`src/slrx_map.vh`:
```
// slrx_map.vh: constants of the serial link frame receiver
`ifndef SLRX_MAP_VH
`define SLRX_MAP_VH
// ****************************************
// primitive codes on the phy side
// ****************************************
`define SLRX_P_NONE 4'h0
`define SLRX_P_X_RDY 4'h1
`define SLRX_P_SOF 4'h2
`define SLRX_P_EOF 4'h3
`define SLRX_P_HOLD 4'h4
`define SLRX_P_HOLDA 4'h5
`define SLRX_P_SYNC 4'h6
`define SLRX_P_WTRM 4'h7
`define SLRX_P_R_RDY 4'h8
`define SLRX_P_R_IP 4'h9
`define SLRX_P_R_OK 4'ha
`define SLRX_P_R_ERR 4'hb
`define SLRX_P_DMAT 4'hc
// ****************************************
// frame crc
// ****************************************
`define SLRX_CRC_POLY 32'h04c11db7
`define SLRX_CRC_INIT 32'h52325032
// ****************************************
// buffer sizing
// ****************************************
`define SLRX_FIFO_DEPTH 8
`define SLRX_FIFO_AW 3
`define SLRX_DATA_W 32
`define SLRX_HEADROOM 4
`endif

```
`src/slrx_fifo.v`:
```
// slrx_fifo.v: receive data fifo with registered output stage
`default_nettype none
module slrx_fifo #(
  parameter WIDTH = 32,
  parameter DEPTH = 8,
  parameter AW = 3
) (
  input wire i_clk,
  input wire i_rst_b,
  input wire i_ce,
  input wire i_in_valid,
  output wire o_in_ready,
  input wire [WIDTH-1:0] i_in_data,
  output reg o_out_valid,
  input wire i_out_ready,
  output reg [WIDTH-1:0] o_out_data,
  output wire [AW:0] o_level
);
  reg [WIDTH-1:0] mem [0:DEPTH-1]; // storage words
  reg [AW-1:0] wr_ptr; // write index
  reg [AW-1:0] rd_ptr; // read index
  reg [AW:0] count; // words in storage
  wire wr_en; // accepted write
  wire rd_en; // move into output stage
  assign o_in_ready = (count < DEPTH[AW:0]);
  assign o_level = count;
  assign wr_en = i_in_valid & o_in_ready;
  assign rd_en = (count != {(AW+1){1'b0}}) & (~o_out_valid | i_out_ready);
  // ****************************************
  // storage and pointers
  // ****************************************
  always @(posedge i_clk) begin
    if (i_ce && wr_en) begin
      mem[wr_ptr] <= i_in_data;
    end
  end
  // pointer and count update
  always @(posedge i_clk or negedge i_rst_b) begin
    if (!i_rst_b) begin
      wr_ptr <= {AW{1'b0}};
      rd_ptr <= {AW{1'b0}};
      count <= {(AW+1){1'b0}};
      o_out_valid <= 1'b0;
      o_out_data <= {WIDTH{1'b0}};
    end else if (i_ce) begin
      if (wr_en) begin
        wr_ptr <= wr_ptr + 1'b1;
      end
      if (rd_en) begin
        rd_ptr <= rd_ptr + 1'b1;
        o_out_data <= mem[rd_ptr];
        o_out_valid <= 1'b1;
      end else if (i_out_ready) begin
        o_out_valid <= 1'b0; // output stage drained
      end
      if (wr_en && !rd_en) begin
        count <= count + 1'b1;
      end else if (rd_en && !wr_en) begin
        count <= count - 1'b1;
      end
    end
  end
endmodule
`default_nettype wire

```
`src/slrx_crc.v`:
```
// slrx_crc.v: running frame crc over received dwords
`default_nettype none
`include "slrx_map.vh"
module slrx_crc (
  input wire i_clk,
  input wire i_rst_b,
  input wire i_ce,
  input wire i_init,
  input wire i_feed,
  input wire [31:0] i_data,
  output reg [31:0] o_crc
);
  // one dword step, msb first
  function [31:0] slrx_crc_step;
    input [31:0] crc;
    input [31:0] data;
    integer k;
    reg [31:0] c;
    begin
      c = crc;
      for (k = 31; k >= 0; k = k - 1) begin
        if (c[31] ^ data[k]) begin
          c = {c[30:0], 1'b0} ^ `SLRX_CRC_POLY;
        end else begin
          c = {c[30:0], 1'b0};
        end
      end
      slrx_crc_step = c;
    end
  endfunction
  // ****************************************
  // accumulator
  // ****************************************
  always @(posedge i_clk or negedge i_rst_b) begin
    if (!i_rst_b) begin
      o_crc <= `SLRX_CRC_INIT;
    end else if (i_ce) begin
      if (i_init) begin
        o_crc <= `SLRX_CRC_INIT;
      end else if (i_feed) begin
        o_crc <= slrx_crc_step(o_crc, i_data);
      end
    end
  end
endmodule
`default_nettype wire

```
`src/slrx_link.v`:
```
// slrx_link.v: receive-side link state machine of the serial link
// Notes on behaviour
// - phy not ready: notify, fail, enter no-comm
// - check-ready sends R_RDY awaiting SOF
// - repeated X_RDY keeps check-ready
// - SOF in check-ready enters data
// - other dword in check-ready: notify, idle
// - X_RDY without buffer: wait state, send SYNC
// - waiting: X_RDY with buffer goes check-ready
// - waiting: non X_RDY notifies, goes idle
// - data dwords forwarded and fed to crc
// - data state sends R_IP, DMAT optional
// - data state stays on data/HOLDA/others
// - low buffer space enters hold
// - HOLD in data enters hold-acknowledge
// - EOF to crc check, WTRM to bad end
// - SYNC in data reports abort, idle
// - host pending control frame drops to idle
// - hold sends HOLD, still accepts data
// - hold exits on space with HOLD/other
// - EOF in hold closes frame via headroom
// - SYNC in hold reports illegal, idle
// - hold-acknowledge sends HOLDA, DMAT optional
// - hold-acknowledge reacts to HOLD/EOF/SYNC/other
// - crc check sends R_IP, reports result
// - bad end sends R_ERR until SYNC
`default_nettype none
`include "slrx_map.vh"
module slrx_link #(
  parameter DATA_W = `SLRX_DATA_W,
  parameter DEPTH = `SLRX_FIFO_DEPTH,
  parameter AW = `SLRX_FIFO_AW,
  parameter HEADROOM = `SLRX_HEADROOM
) (
  input wire i_clk,
  input wire i_rst_b,
  input wire i_ce,
  input wire i_phy_ready_flag,
  input wire i_rx_valid,
  input wire i_rx_is_prim,
  input wire [3:0] i_rx_prim,
  input wire [DATA_W-1:0] i_rx_data,
  input wire i_buf_ready,
  input wire i_space_ok,
  input wire i_host_role,
  input wire i_ctrl_frame_pending,
  input wire i_dmat_enable,
  input wire i_dmat_request,
  input wire i_tl_status_valid,
  input wire i_tl_status_good,
  input wire i_rd_ready,
  output wire o_rd_valid,
  output wire [DATA_W-1:0] o_rd_data,
  output reg [3:0] o_tx_prim,
  output reg [3:0] o_state,
  output reg o_nocomm_evt,
  output reg o_proto_evt,
  output reg o_abort_evt,
  output reg o_illegal_evt,
  output reg o_crc_ok_evt,
  output reg o_crc_err_evt
);
  // ****************************************
  // state codes
  // ****************************************
  localparam IDLE_STATE = 4'h0;
  localparam RX_CHECK_READY_STATE = 4'h1;
  localparam RX_WAIT_BUFFER_STATE = 4'h2;
  localparam RX_DATA_STATE = 4'h3;
  localparam RX_HOLD_STATE = 4'h4;
  localparam RX_SEND_HOLD_ACK_STATE = 4'h5;
  localparam RX_FRAME_END_CHECK_STATE = 4'h6;
  localparam RX_GOOD_CRC_STATE = 4'h7;
  localparam RX_GOOD_END_STATE = 4'h8;
  localparam RX_BAD_END_STATE = 4'h9;
  localparam NO_COMM_ERROR_STATE = 4'ha;
  // ****************************************
  // decode helpers
  // ****************************************
  // true when a valid primitive of the given code arrives
  function prim_is;
    input valid;
    input is_prim;
    input [3:0] prim;
    input [3:0] code;
    begin
      prim_is = valid & is_prim & (prim == code);
    end
  endfunction
  // primitive to transmit in a given state
  function [3:0] tx_for;
    input [3:0] st;
    input dmat;
    begin
      case (st)
        RX_CHECK_READY_STATE: tx_for = `SLRX_P_R_RDY;
        RX_WAIT_BUFFER_STATE: tx_for = `SLRX_P_SYNC;
        RX_DATA_STATE: tx_for = dmat ? `SLRX_P_DMAT : `SLRX_P_R_IP;
        RX_HOLD_STATE: tx_for = `SLRX_P_HOLD;
        RX_SEND_HOLD_ACK_STATE: tx_for = dmat ? `SLRX_P_DMAT : `SLRX_P_HOLDA;
        RX_FRAME_END_CHECK_STATE: tx_for = `SLRX_P_R_IP;
        RX_GOOD_CRC_STATE: tx_for = `SLRX_P_R_IP;
        RX_GOOD_END_STATE: tx_for = `SLRX_P_R_OK;
        RX_BAD_END_STATE: tx_for = `SLRX_P_R_ERR;
        default: tx_for = `SLRX_P_SYNC; // idle and no-comm send SYNC
      endcase
    end
  endfunction
  // ****************************************
  // received dword classes
  // ****************************************
  wire rx_xrdy; // X_RDY seen
  wire rx_sof; // SOF seen
  wire rx_eof; // EOF seen
  wire rx_hold; // HOLD seen
  wire rx_sync; // SYNC seen
  wire rx_wtrm; // WTRM seen
  wire rx_dword; // data dword seen
  assign rx_xrdy = prim_is(i_rx_valid, i_rx_is_prim, i_rx_prim, `SLRX_P_X_RDY);
  assign rx_sof = prim_is(i_rx_valid, i_rx_is_prim, i_rx_prim, `SLRX_P_SOF);
  assign rx_eof = prim_is(i_rx_valid, i_rx_is_prim, i_rx_prim, `SLRX_P_EOF);
  assign rx_hold = prim_is(i_rx_valid, i_rx_is_prim, i_rx_prim, `SLRX_P_HOLD);
  assign rx_sync = prim_is(i_rx_valid, i_rx_is_prim, i_rx_prim, `SLRX_P_SYNC);
  assign rx_wtrm = prim_is(i_rx_valid, i_rx_is_prim, i_rx_prim, `SLRX_P_WTRM);
  assign rx_dword = i_rx_valid & ~i_rx_is_prim;
  // ****************************************
  // internal state
  // ****************************************
  reg [3:0] state; // current state
  reg [3:0] next_state; // state for next cycle
  reg pend_valid; // a dword is held back
  reg [DATA_W-1:0] pend_data; // last dword, may be the crc
  reg overrun; // a dword was lost this frame
  reg next_nocomm; // event strobes for next cycle
  reg next_proto;
  reg next_abort;
  reg next_illegal;
  reg next_crc_ok;
  reg next_crc_err;
  wire [AW:0] fifo_level; // words in buffer
  wire fifo_in_ready; // buffer can take a word
  wire [31:0] crc_value; // running crc
  wire space; // room beyond the headroom
  wire in_frame; // states that take data dwords
  wire accept; // a data dword is taken
  wire push; // held dword goes to buffer
  wire crc_match; // frame crc agrees
  wire dmat_now; // termination request in force
  wire abort_host; // host drops the frame
  assign space = i_space_ok & (fifo_level <= DEPTH[AW:0] - HEADROOM[AW:0]);
  assign in_frame = (state == RX_DATA_STATE) | (state == RX_HOLD_STATE) |
    (state == RX_SEND_HOLD_ACK_STATE);
  assign accept = in_frame & rx_dword & i_phy_ready_flag;
  assign push = accept & pend_valid;
  assign crc_match = pend_valid & ~overrun & (crc_value == pend_data[31:0]);
  assign dmat_now = i_dmat_enable & i_dmat_request;
  assign abort_host = i_host_role & i_ctrl_frame_pending;
  // ****************************************
  // next state and events
  // ****************************************
  always @* begin
    next_state = state;
    next_nocomm = 1'b0;
    next_proto = 1'b0;
    next_abort = 1'b0;
    next_illegal = 1'b0;
    next_crc_ok = 1'b0;
    next_crc_err = 1'b0;
    if (!i_phy_ready_flag) begin
      // link lost from any receive state
      if (state != NO_COMM_ERROR_STATE) begin
        next_nocomm = 1'b1;
      end
      next_state = NO_COMM_ERROR_STATE;
    end else begin
      case (state)
        IDLE_STATE: begin
          // transmitter announces a frame
          if (rx_xrdy) begin
            next_state = i_buf_ready ? RX_CHECK_READY_STATE : RX_WAIT_BUFFER_STATE;
          end
        end
        RX_CHECK_READY_STATE: begin
          if (rx_sof) begin
            next_state = RX_DATA_STATE;
          end else if (rx_xrdy) begin
            next_state = RX_CHECK_READY_STATE;
          end else if (i_rx_valid) begin
            next_proto = 1'b1;
            next_state = IDLE_STATE;
          end
        end
        RX_WAIT_BUFFER_STATE: begin
          if (rx_xrdy) begin
            next_state = i_buf_ready ? RX_CHECK_READY_STATE : RX_WAIT_BUFFER_STATE;
          end else if (i_rx_valid) begin
            next_proto = 1'b1;
            next_state = IDLE_STATE;
          end
        end
        RX_DATA_STATE: begin
          if (abort_host) begin
            next_state = IDLE_STATE;
          end else if (rx_sync) begin
            next_abort = 1'b1;
            next_state = IDLE_STATE;
          end else if (rx_eof) begin
            next_state = RX_FRAME_END_CHECK_STATE;
          end else if (rx_wtrm) begin
            next_state = RX_BAD_END_STATE;
          end else if (rx_hold) begin
            next_state = RX_SEND_HOLD_ACK_STATE;
          end else if (!space) begin
            next_state = RX_HOLD_STATE;
          end else begin
            next_state = RX_DATA_STATE;
          end
        end
        RX_HOLD_STATE: begin
          if (abort_host) begin
            next_state = IDLE_STATE;
          end else if (rx_sync) begin
            next_illegal = 1'b1;
            next_state = IDLE_STATE;
          end else if (rx_eof) begin
            next_state = RX_FRAME_END_CHECK_STATE;
          end else if (space && rx_hold) begin
            next_state = RX_SEND_HOLD_ACK_STATE;
          end else if (space && i_rx_valid) begin
            next_state = RX_DATA_STATE;
          end
        end
        RX_SEND_HOLD_ACK_STATE: begin
          if (rx_sync) begin
            next_illegal = 1'b1;
            next_state = IDLE_STATE;
          end else if (rx_eof) begin
            next_state = RX_FRAME_END_CHECK_STATE;
          end else if (rx_hold) begin
            next_state = RX_SEND_HOLD_ACK_STATE;
          end else if (i_rx_valid) begin
            next_state = RX_DATA_STATE;
          end
        end
        RX_FRAME_END_CHECK_STATE: begin
          // crc is settled one cycle after EOF
          if (crc_match) begin
            next_crc_ok = 1'b1;
            next_state = RX_GOOD_CRC_STATE;
          end else begin
            next_crc_err = 1'b1;
            next_state = RX_BAD_END_STATE;
          end
        end
        RX_GOOD_CRC_STATE: begin
          // wait for the transport verdict
          if (rx_sync) begin
            next_illegal = 1'b1;
            next_state = IDLE_STATE;
          end else if (i_tl_status_valid) begin
            next_state = i_tl_status_good ? RX_GOOD_END_STATE : RX_BAD_END_STATE;
          end
        end
        RX_GOOD_END_STATE: begin
          if (rx_sync) begin
            next_state = IDLE_STATE;
          end
        end
        RX_BAD_END_STATE: begin
          if (rx_sync) begin
            next_state = IDLE_STATE;
          end
        end
        NO_COMM_ERROR_STATE: begin
          // phy is back, start over
          next_state = IDLE_STATE;
        end
        default: begin
          next_state = IDLE_STATE;
        end
      endcase
    end
  end
  // ****************************************
  // state, transmit and event registers
  // ****************************************
  always @(posedge i_clk or negedge i_rst_b) begin
    if (!i_rst_b) begin
      state <= IDLE_STATE;
      o_state <= IDLE_STATE;
      o_tx_prim <= `SLRX_P_SYNC;
      o_nocomm_evt <= 1'b0;
      o_proto_evt <= 1'b0;
      o_abort_evt <= 1'b0;
      o_illegal_evt <= 1'b0;
      o_crc_ok_evt <= 1'b0;
      o_crc_err_evt <= 1'b0;
    end else if (i_ce) begin
      state <= next_state;
      o_state <= next_state;
      o_tx_prim <= tx_for(next_state, dmat_now);
      o_nocomm_evt <= next_nocomm;
      o_proto_evt <= next_proto;
      o_abort_evt <= next_abort;
      o_illegal_evt <= next_illegal;
      o_crc_ok_evt <= next_crc_ok;
      o_crc_err_evt <= next_crc_err;
    end
  end
  // ****************************************
  // held-back dword and overrun tracking
  // ****************************************
  // the last dword before EOF is the crc and is not forwarded
  always @(posedge i_clk or negedge i_rst_b) begin
    if (!i_rst_b) begin
      pend_valid <= 1'b0;
      pend_data <= {DATA_W{1'b0}};
      overrun <= 1'b0;
    end else if (i_ce) begin
      if (state == RX_CHECK_READY_STATE) begin
        pend_valid <= 1'b0; // new frame starts clean
        overrun <= 1'b0;
      end else if (accept) begin
        pend_valid <= 1'b1;
        pend_data <= i_rx_data;
        if (push && !fifo_in_ready) begin
          overrun <= 1'b1; // lost word spoils the frame
        end
      end
    end
  end
  // ****************************************
  // receive buffer toward the transport
  // ****************************************
  slrx_fifo #(
    .WIDTH(DATA_W),
    .DEPTH(DEPTH),
    .AW(AW)
  ) u_fifo (
    .i_clk(i_clk),
    .i_rst_b(i_rst_b),
    .i_ce(i_ce),
    .i_in_valid(push),
    .o_in_ready(fifo_in_ready),
    .i_in_data(pend_data),
    .o_out_valid(o_rd_valid),
    .i_out_ready(i_rd_ready),
    .o_out_data(o_rd_data),
    .o_level(fifo_level)
  );
  // ****************************************
  // frame crc
  // ****************************************
  slrx_crc u_crc (
    .i_clk(i_clk),
    .i_rst_b(i_rst_b),
    .i_ce(i_ce),
    .i_init(state == RX_CHECK_READY_STATE),
    .i_feed(push),
    .i_data(pend_data[31:0]),
    .o_crc(crc_value)
  );
endmodule
`default_nettype wire

```
`config.mk`:
```
export PLATFORM = sky130hd
export DESIGN_NAME = slrx_link
export DESIGN_NICKNAME = d
export VERILOG_FILES = /design/src/slrx_fifo.v /design/src/slrx_crc.v /design/src/slrx_link.v
export VERILOG_INCLUDE_DIRS = /design/src
export SDC_FILE = /design/constraint.sdc
export NUM_CORES = 1
export LEC_CHECK = 0
export ABC_AREA = 0
export BUFFER_PORTS_ARGS = -buffer_cell sky130_fd_sc_hd__buf_2
export CORE_MARGIN = 8
export CORE_UTILIZATION = 30
export CTS_CLUSTER_SIZE = 25
export DETAILED_ROUTE_END_ITERATION = 12
export SLEW_MARGIN = 20
export SYNTH_ARGS = -nofsm -noshare
export SYNTH_HDL_FRONTEND = slang
export SYNTH_HIERARCHICAL = 1
export SYNTH_SLANG_ARGS = --single-unit
```
`constraint.sdc`:
```
create_clock -name i_clk -period 4.45 [get_ports i_clk]
set_input_delay 0 -clock i_clk [delete_from_list [all_inputs] [get_ports i_clk]]
set_output_delay 0 -clock i_clk [all_outputs]
set_load 0.05 [all_outputs]
```
## Yosys cells after proc, flatten, opt, wreduce, memory -nomap -nowiden

Memory sizes are Yosys's and may differ from the RTL's. A register that Yosys moved wholly into a read port is not among the register bits.
Cells that the tools add are included.

| storage, ports and cells | value |
|---|---|
| register bits after elaboration | 91 |
| memory bits (writable) | 256 |
| bits of input ports | 51 |
| output and inout bits | 47 |
| logic and storage cells | 353 |
| memories kept | 1 |

| operators by class | value |
|---|---|
| $add $sub $neg | 4 |
| magnitude comparators | 2 |
| eq/ne operators | 25 |
| multiplexer cells | 188 |
| bitwise operators | 89 |
| reductions and logical operators | 28 |

Memory list:

| name | depth | width | rd ports | clocked after Yosys merged registers in | wr ports | RTL line | source |
|---|---|---|---|---|---|---|---|
| u_fifo.mem | 8 | 32 | 1 | 1 | 1 | slrx_fifo.v:19 | `reg [WIDTH-1:0] mem [0:DEPTH-1];` |

Operators with widths:

| cell | count |
|---|---|
| 32-bit 2-to-1 mux | 95 |
| 27-bit 2-to-1 mux | 32 |
| 14-bit NOT | 32 |
| 4-bit 2-to-1 mux | 26 |
| 4-bit by 3-bit == test with 1-bit output (second input constant) | 11 |
| 4-bit case mux with 9 select lines | 1 |
| 32-bit == test | 1 |
| 1-bit XOR | 32 |
| 4-bit case mux with 7 select lines | 1 |
| 1-bit 2-to-1 mux | 27 |
| 4-bit by 2-bit == test with 1-bit output (second input constant) | 5 |
| 1-bit AND | 18 |
| 4-bit == test (second input constant) | 4 |
| 4-bit by 1-bit == test with 1-bit output (second input constant) | 3 |
| 2-bit AND reduction | 6 |
| 2-bit nonzero test | 5 |
| 3-bit 2-to-1 mux | 3 |
| 3-bit by 1-bit adder with 3-bit output (second input constant) | 2 |
| 1-bit logical AND | 6 |
| 3-bit AND reduction | 2 |
| 2-bit OR reduction | 3 |
| 4-bit by 1-bit adder with 4-bit output (second input constant) | 1 |
| 4-bit by 3-bit less-or-equal comparator with 1-bit output (second input constant) | 1 |
| 1-bit zero test | 4 |
| 9 further kinds | 15 |

## Depth between registers and ports, before layout

| depth | value |
|---|---|
| depth in word-level cells | 163 |
| gate-level depth with buffers | 13 |
| gate-level depth less buffers | 12 |

## Hierarchy

The synthesis kept the hierarchy.

By module, submodules not included:

| module | instances | cells an instance | area an instance (sq um) | sequential area each (sq um) |
|---|---|---|---|---|
| slrx_fifo | 1 | 542 | 11353.4 | 8763.4 |
| slrx_crc | 1 | 368 | 4399.2 | 814.5 |
| slrx_link | 1 | 289 | 2922.8 | 1203.7 |

## Worst setup path before layout

No wires, ideal clock.

| timing | value |
|---|---|
| path type | register -> register |
| start point | register state[1] |
| end point | memory u_fifo.mem[0][0], enable pin |
| library setup time | 0.461 ns |
| data arrival time | 4.293 ns |
| required time | 3.989 ns |
| slack | -0.304 ns |
| stages on the path, launching flop included | 10 |
| path buffers | 1 |
| clock period less this slack | 4.754 ns |
| cell sequence | dfrtp_1 -> nand2_1 -> o21ai_0 -> nor4b_1 -> and2_1 -> nor2b_1 -> and2_1 -> clkbuf_1 -> nand2b_1 -> nor3_1 |

| between the ends | value |
|---|---|
| word-level cells in the longest chain between the ends | 10 |
| elaborated cells between the ends (all ways) | 12 |
| those cells by class | eq/ne (3); mux (2); bitwise (6); reduce/logical (1) |

RTL lines:

| item | RTL line | source |
|---|---|---|
| from (decl) | slrx_link.v:129 | `reg [3:0] state;` |
| from (signal assigned) | slrx_link.v:299 | `state <= next_state;` |
| 4-bit by 2-bit == test with 1-bit output / 4-bit by 3-bit == test with 1-bit output (equally long branches) | slrx_link.v:151 | `assign in_frame = (state == RX_DATA_STATE) \| (state == RX_HOLD_STATE) \|` |
| 1-bit bitwise OR | slrx_link.v:151 |  |
| 1-bit bitwise OR (*) | slrx_link.v:151 |  |
| 1-bit AND (*) (2 in series) | slrx_link.v:153 | `assign accept = in_frame & rx_dword & i_phy_ready_flag;` |
| 1-bit AND (*) | slrx_link.v:154 | `assign push = accept & pend_valid;` |
| via push | slrx_link.v:146 | `wire push;` |
| 1-bit AND (*) | slrx_fifo.v:27 | `assign wr_en = i_in_valid & o_in_ready;` |
| 1-bit logical AND (*) | slrx_fifo.v:33 | `if (i_ce && wr_en) begin` |
| 1-bit 2-to-1 mux (*) | slrx_fifo.v:33 |  |
| 1-bit 2-to-1 mux (not written as such) (*) | slrx_fifo.v:34 | `mem[wr_ptr] <= i_in_data;` |
| to (decl) | slrx_fifo.v:19 |  |

Mark *: on every way through the listed nets, which the timed path passes. The rest lies on a longest branch.

## Worst setup path after layout

| timing | value |
|---|---|
| start point | register u_crc.o_crc[28] |
| end point | register u_crc.o_crc[12] |

| between the ends | value |
|---|---|
| word-level cells in the longest chain between the ends | 133 |
| elaborated cells between the ends (all ways) | 167 |
| those cells by class | mux (124); bitwise (43) |

RTL lines:

| item | RTL line | source |
|---|---|---|
| from (decl) | slrx_crc.v:11 | `output reg [31:0] o_crc` |
| from (signal assigned) | slrx_crc.v:36 | `` o_crc <= `SLRX_CRC_INIT; `` |
| from (signal assigned) | slrx_crc.v:39 | `` o_crc <= `SLRX_CRC_INIT; `` |
| from (signal assigned) | slrx_crc.v:41 | `o_crc <= slrx_crc_step(o_crc, i_data);` |
| 32-bit 2-to-1 mux (*) | slrx_crc.v:40 | `end else if (i_feed) begin` |
| 32-bit 2-to-1 mux (*) | slrx_crc.v:38 | `if (i_init) begin` |
| 32-bit 2-to-1 mux (*) | slrx_crc.v:37 | `end else if (i_ce) begin` |
| 32-bit 2-to-1 mux (*) | slrx_crc.v:40 |  |
| 32-bit 2-to-1 mux (*) | slrx_crc.v:38 |  |
| 32-bit 2-to-1 mux (*) | slrx_crc.v:37 |  |
| 32-bit 2-to-1 mux (*) | slrx_crc.v:40 |  |
| 32-bit 2-to-1 mux (*) | slrx_crc.v:38 |  |
| [117 not listed] | -- |  |
| 27-bit 2-to-1 mux | slrx_crc.v:22 | `if (c[31] ^ data[k]) begin` |
| 32-bit 2-to-1 mux (*) | slrx_crc.v:40 |  |
| 32-bit 2-to-1 mux (*) | slrx_crc.v:38 |  |
| 32-bit 2-to-1 mux (*) | slrx_crc.v:37 |  |
| 14-bit NOT (no source line) | -- |  |
| 27-bit 2-to-1 mux (*) | slrx_crc.v:22 |  |
| 32-bit 2-to-1 mux (*) | slrx_crc.v:40 |  |
| 32-bit 2-to-1 mux (*) | slrx_crc.v:38 |  |

Every way passes the cells marked *; elsewhere a longest branch is shown, timed or not. The select of a mux whose other input is x is not followed.
A chain may end at the register's enable or synchronous reset.

==> results.cfg <==
[synthesis]
synth.most_common_cell = edfxtp_1
syn-num-nets = 1256
synth_seq_cells = 379
synth-edff-count = 256
synth_top_cell_area_share = 0.412
ys_seq_area_frac = 0.577
avgSynthCellArea_sq_um = 15.6
ys_top_cells_by_count = edfxtp_1 (256), xnor2_1 (163), dfrtp_1 (110)
ys_warn_count = 6
synth_ff_type = edfxtp_1
postSynthCellCount = 1199
syn_area_sq_mm = 0.0187
ys_types = 76
synth.area.top_cells = edfxtp_1 (41%), dfrtp_1 (15%), mux4_2 (7.7%), xnor2_1 (7.6%), xnor3_1 (4.7%)
async_flop_share = 0.325
yosys.area.top_type = edfxtp_1

[sta]
setup_viol_count_final = 0
slew_headroom = 0.456
maxSlewViolCount = 0
period_needed_ps = 4190
rsz0062_at_grt = no
fin_crit_sh = 0.942
hold_viol = 0
max_clock_freq_mhz = 239
setup-tns-final_ps = 0
worstMarginPinSlew_ps = 817
skew_ps = 17.0

[cts]
clock_sinks = 379
cts_made_buffers = 41
path_clk_slew_ps = 60
post_cts_resize_count = 0
clk_latency_ps = 570
postCtsHoldBufs = 52
cts_setup_buffers = 0
cts-root-buf = clkbuf_16
h-tree-depth = 2
cts_tree = built
cts_buffer_depth = 3

[global_route]
grt_pass1_vias = 11100
grt_pass1_wl_mm = 73.8
overflow = 0
grt_max_degree = 69
antenna_found_initial = 1
track_usage = 0.139

[floorplan]
dieHeight_um = 266
core-area_sq_mm = 0.0616
dieArea_sq_mm = 0.0705
row_count = 91
io-pin-count = 98
die_w_um = 266
start_util = 0.303

[status]
run_status = completed

[critical_path]
end_kind = register
critPathArrivalTime_ps = 4680
crit_type = register to register
path_max_fanout = 6
startpoint_type = register
cp.required_ps = 4940
r2r_slack_ps = 260

[cells_and_area]
fillers = 5868
nNetsFinal = 1460
layout-drive-gt1-share = 0.263
syn_to_final_growth_pct = 20.3

[place]
place_congestion = 0.901
dp_hpwl_mm = 34.2
io_buffer_count = 97

[detailed_routing]
drc = 0
drt_iter0_markers = 679
vias_per_cell = 4.69
post_drt_wl_per_cell_um = 21.8
first_pass_iters = 5
finalWirelength_mm = 49.6
num_vias = 10700
postRouteAntennaNets = 0

[min_path]
min_path_type = input pin to register

[job]
maxCapViolations = 0
## sequential cells by signal (all words and copies together) (netlist names), 3 cells and up
name and cells:
u_fifo/mem 256, pend_data 32, u_crc/o_crc 32, u_fifo/o_out_data 32
o_tx_prim 4, state 4, u_fifo/o_level 4, u_fifo/rd_ptr 3
u_fifo/wr_ptr 3
## per-layer routing
metal | routed length [um] | vias up | GRT usage
met5 | 0 | - | 0
met3 | 2670 | 80 | 0.0293
met1 | 22300 | 5448 | 0.189
met4 | 1570 | 0 | 0.0459
li1 | - | 4868 | -
met2 | 23100 | 262 | 0.221
## cells by family after synthesis
family,count (synthesis),synth area share
xor gates and xnor gates,306,0.192
muxes,134,0.117
adders and majority gates,6,0.00442
and+or+nand+nor,178,0.0461
DFF,379,0.577
AOI/OAI and AO/OA,135,0.0457
buffers and inverters,61,0.0170
## per-stage QoR
| stage | std cells | hold WS [ps] | util | instance area [sq um] | setup WS, ps |
|---|---|---|---|---|---|
| final | 2274 | 45.6 | 0.365 | 22500 | 258 |
| after global routing | 2273 | 58.4 | 0.365 | 22500 | 74.0 |
| after CTS | 2273 | 16.3 | 0.365 | 22500 | 260 |
| after detailed placement | 2145 | -28.3 | 0.334 | 20600 | 291 |
| after global placement | 2145 | -32.3 | 0.334 | 20600 | 348 |
| after floorplan | 1199 | -296 | - | 18700 | 552 |
## placed cells by master (no fill, tap or decap), types with 36 or more instances in the layout
master,netlist,routed
edfxtp_1,256,256
xnor2_1,163,163
dfrtp_1,110,107
buf_2,13,96
xor2_1,73,73
mux4_2,64,64
nor2_1,61,55
a21oi_1,51,51
dlygate4sd3_1,0,51
buf_4,7,51
nand2_1,47,47
clkbuf_16,0,42
xnor3_1,39,39
mux2_2,36,36
## worst max-delay path: stages (launching register included)
cell and delay [ps]:
dfstp_2 590, xor2_2 220, xnor3_4 640, xor2_4 310
xnor3_1 520, xnor2_4 330, xnor3_2 500, xor3_1 450
xnor3_1 380, o22a_1 160
## worst paths after layout
kind | start | end | cells after the start
max in group asynchronous | i_rst_b | u_fifo/rd_ptr[1] | 4
min in group asynchronous | i_rst_b | pend_data[15] | 3
max | u_crc/o_crc[28] | u_crc/o_crc[12] | 9
min reg2reg | o_tx_prim[1] | o_tx_prim[1] | 2
min | i_host_role | o_illegal_evt | 4
max reg2reg | u_crc/o_crc[28] | u_crc/o_crc[12] | 9
## layout make-up
type | count | area [sq um] | share of cell area
inverters | 14 | 52.6 | 0.00234
well taps | 837 | 1050 | 0.0466
flip-flops and latches | 379 | 10800 | 0.480
diodes | 1 | 2.50 | 0.000111
clock inverters | 22 | 260 | 0.0116
multi-input cells | 759 | 7650 | 0.340
repair buffers | 208 | 1570 | 0.0697
clock buffers | 54 | 1100 | 0.0488
Power is not shown: default switching activity piles up to over one toggle a cycle in this logic, so the estimate is an artifact.
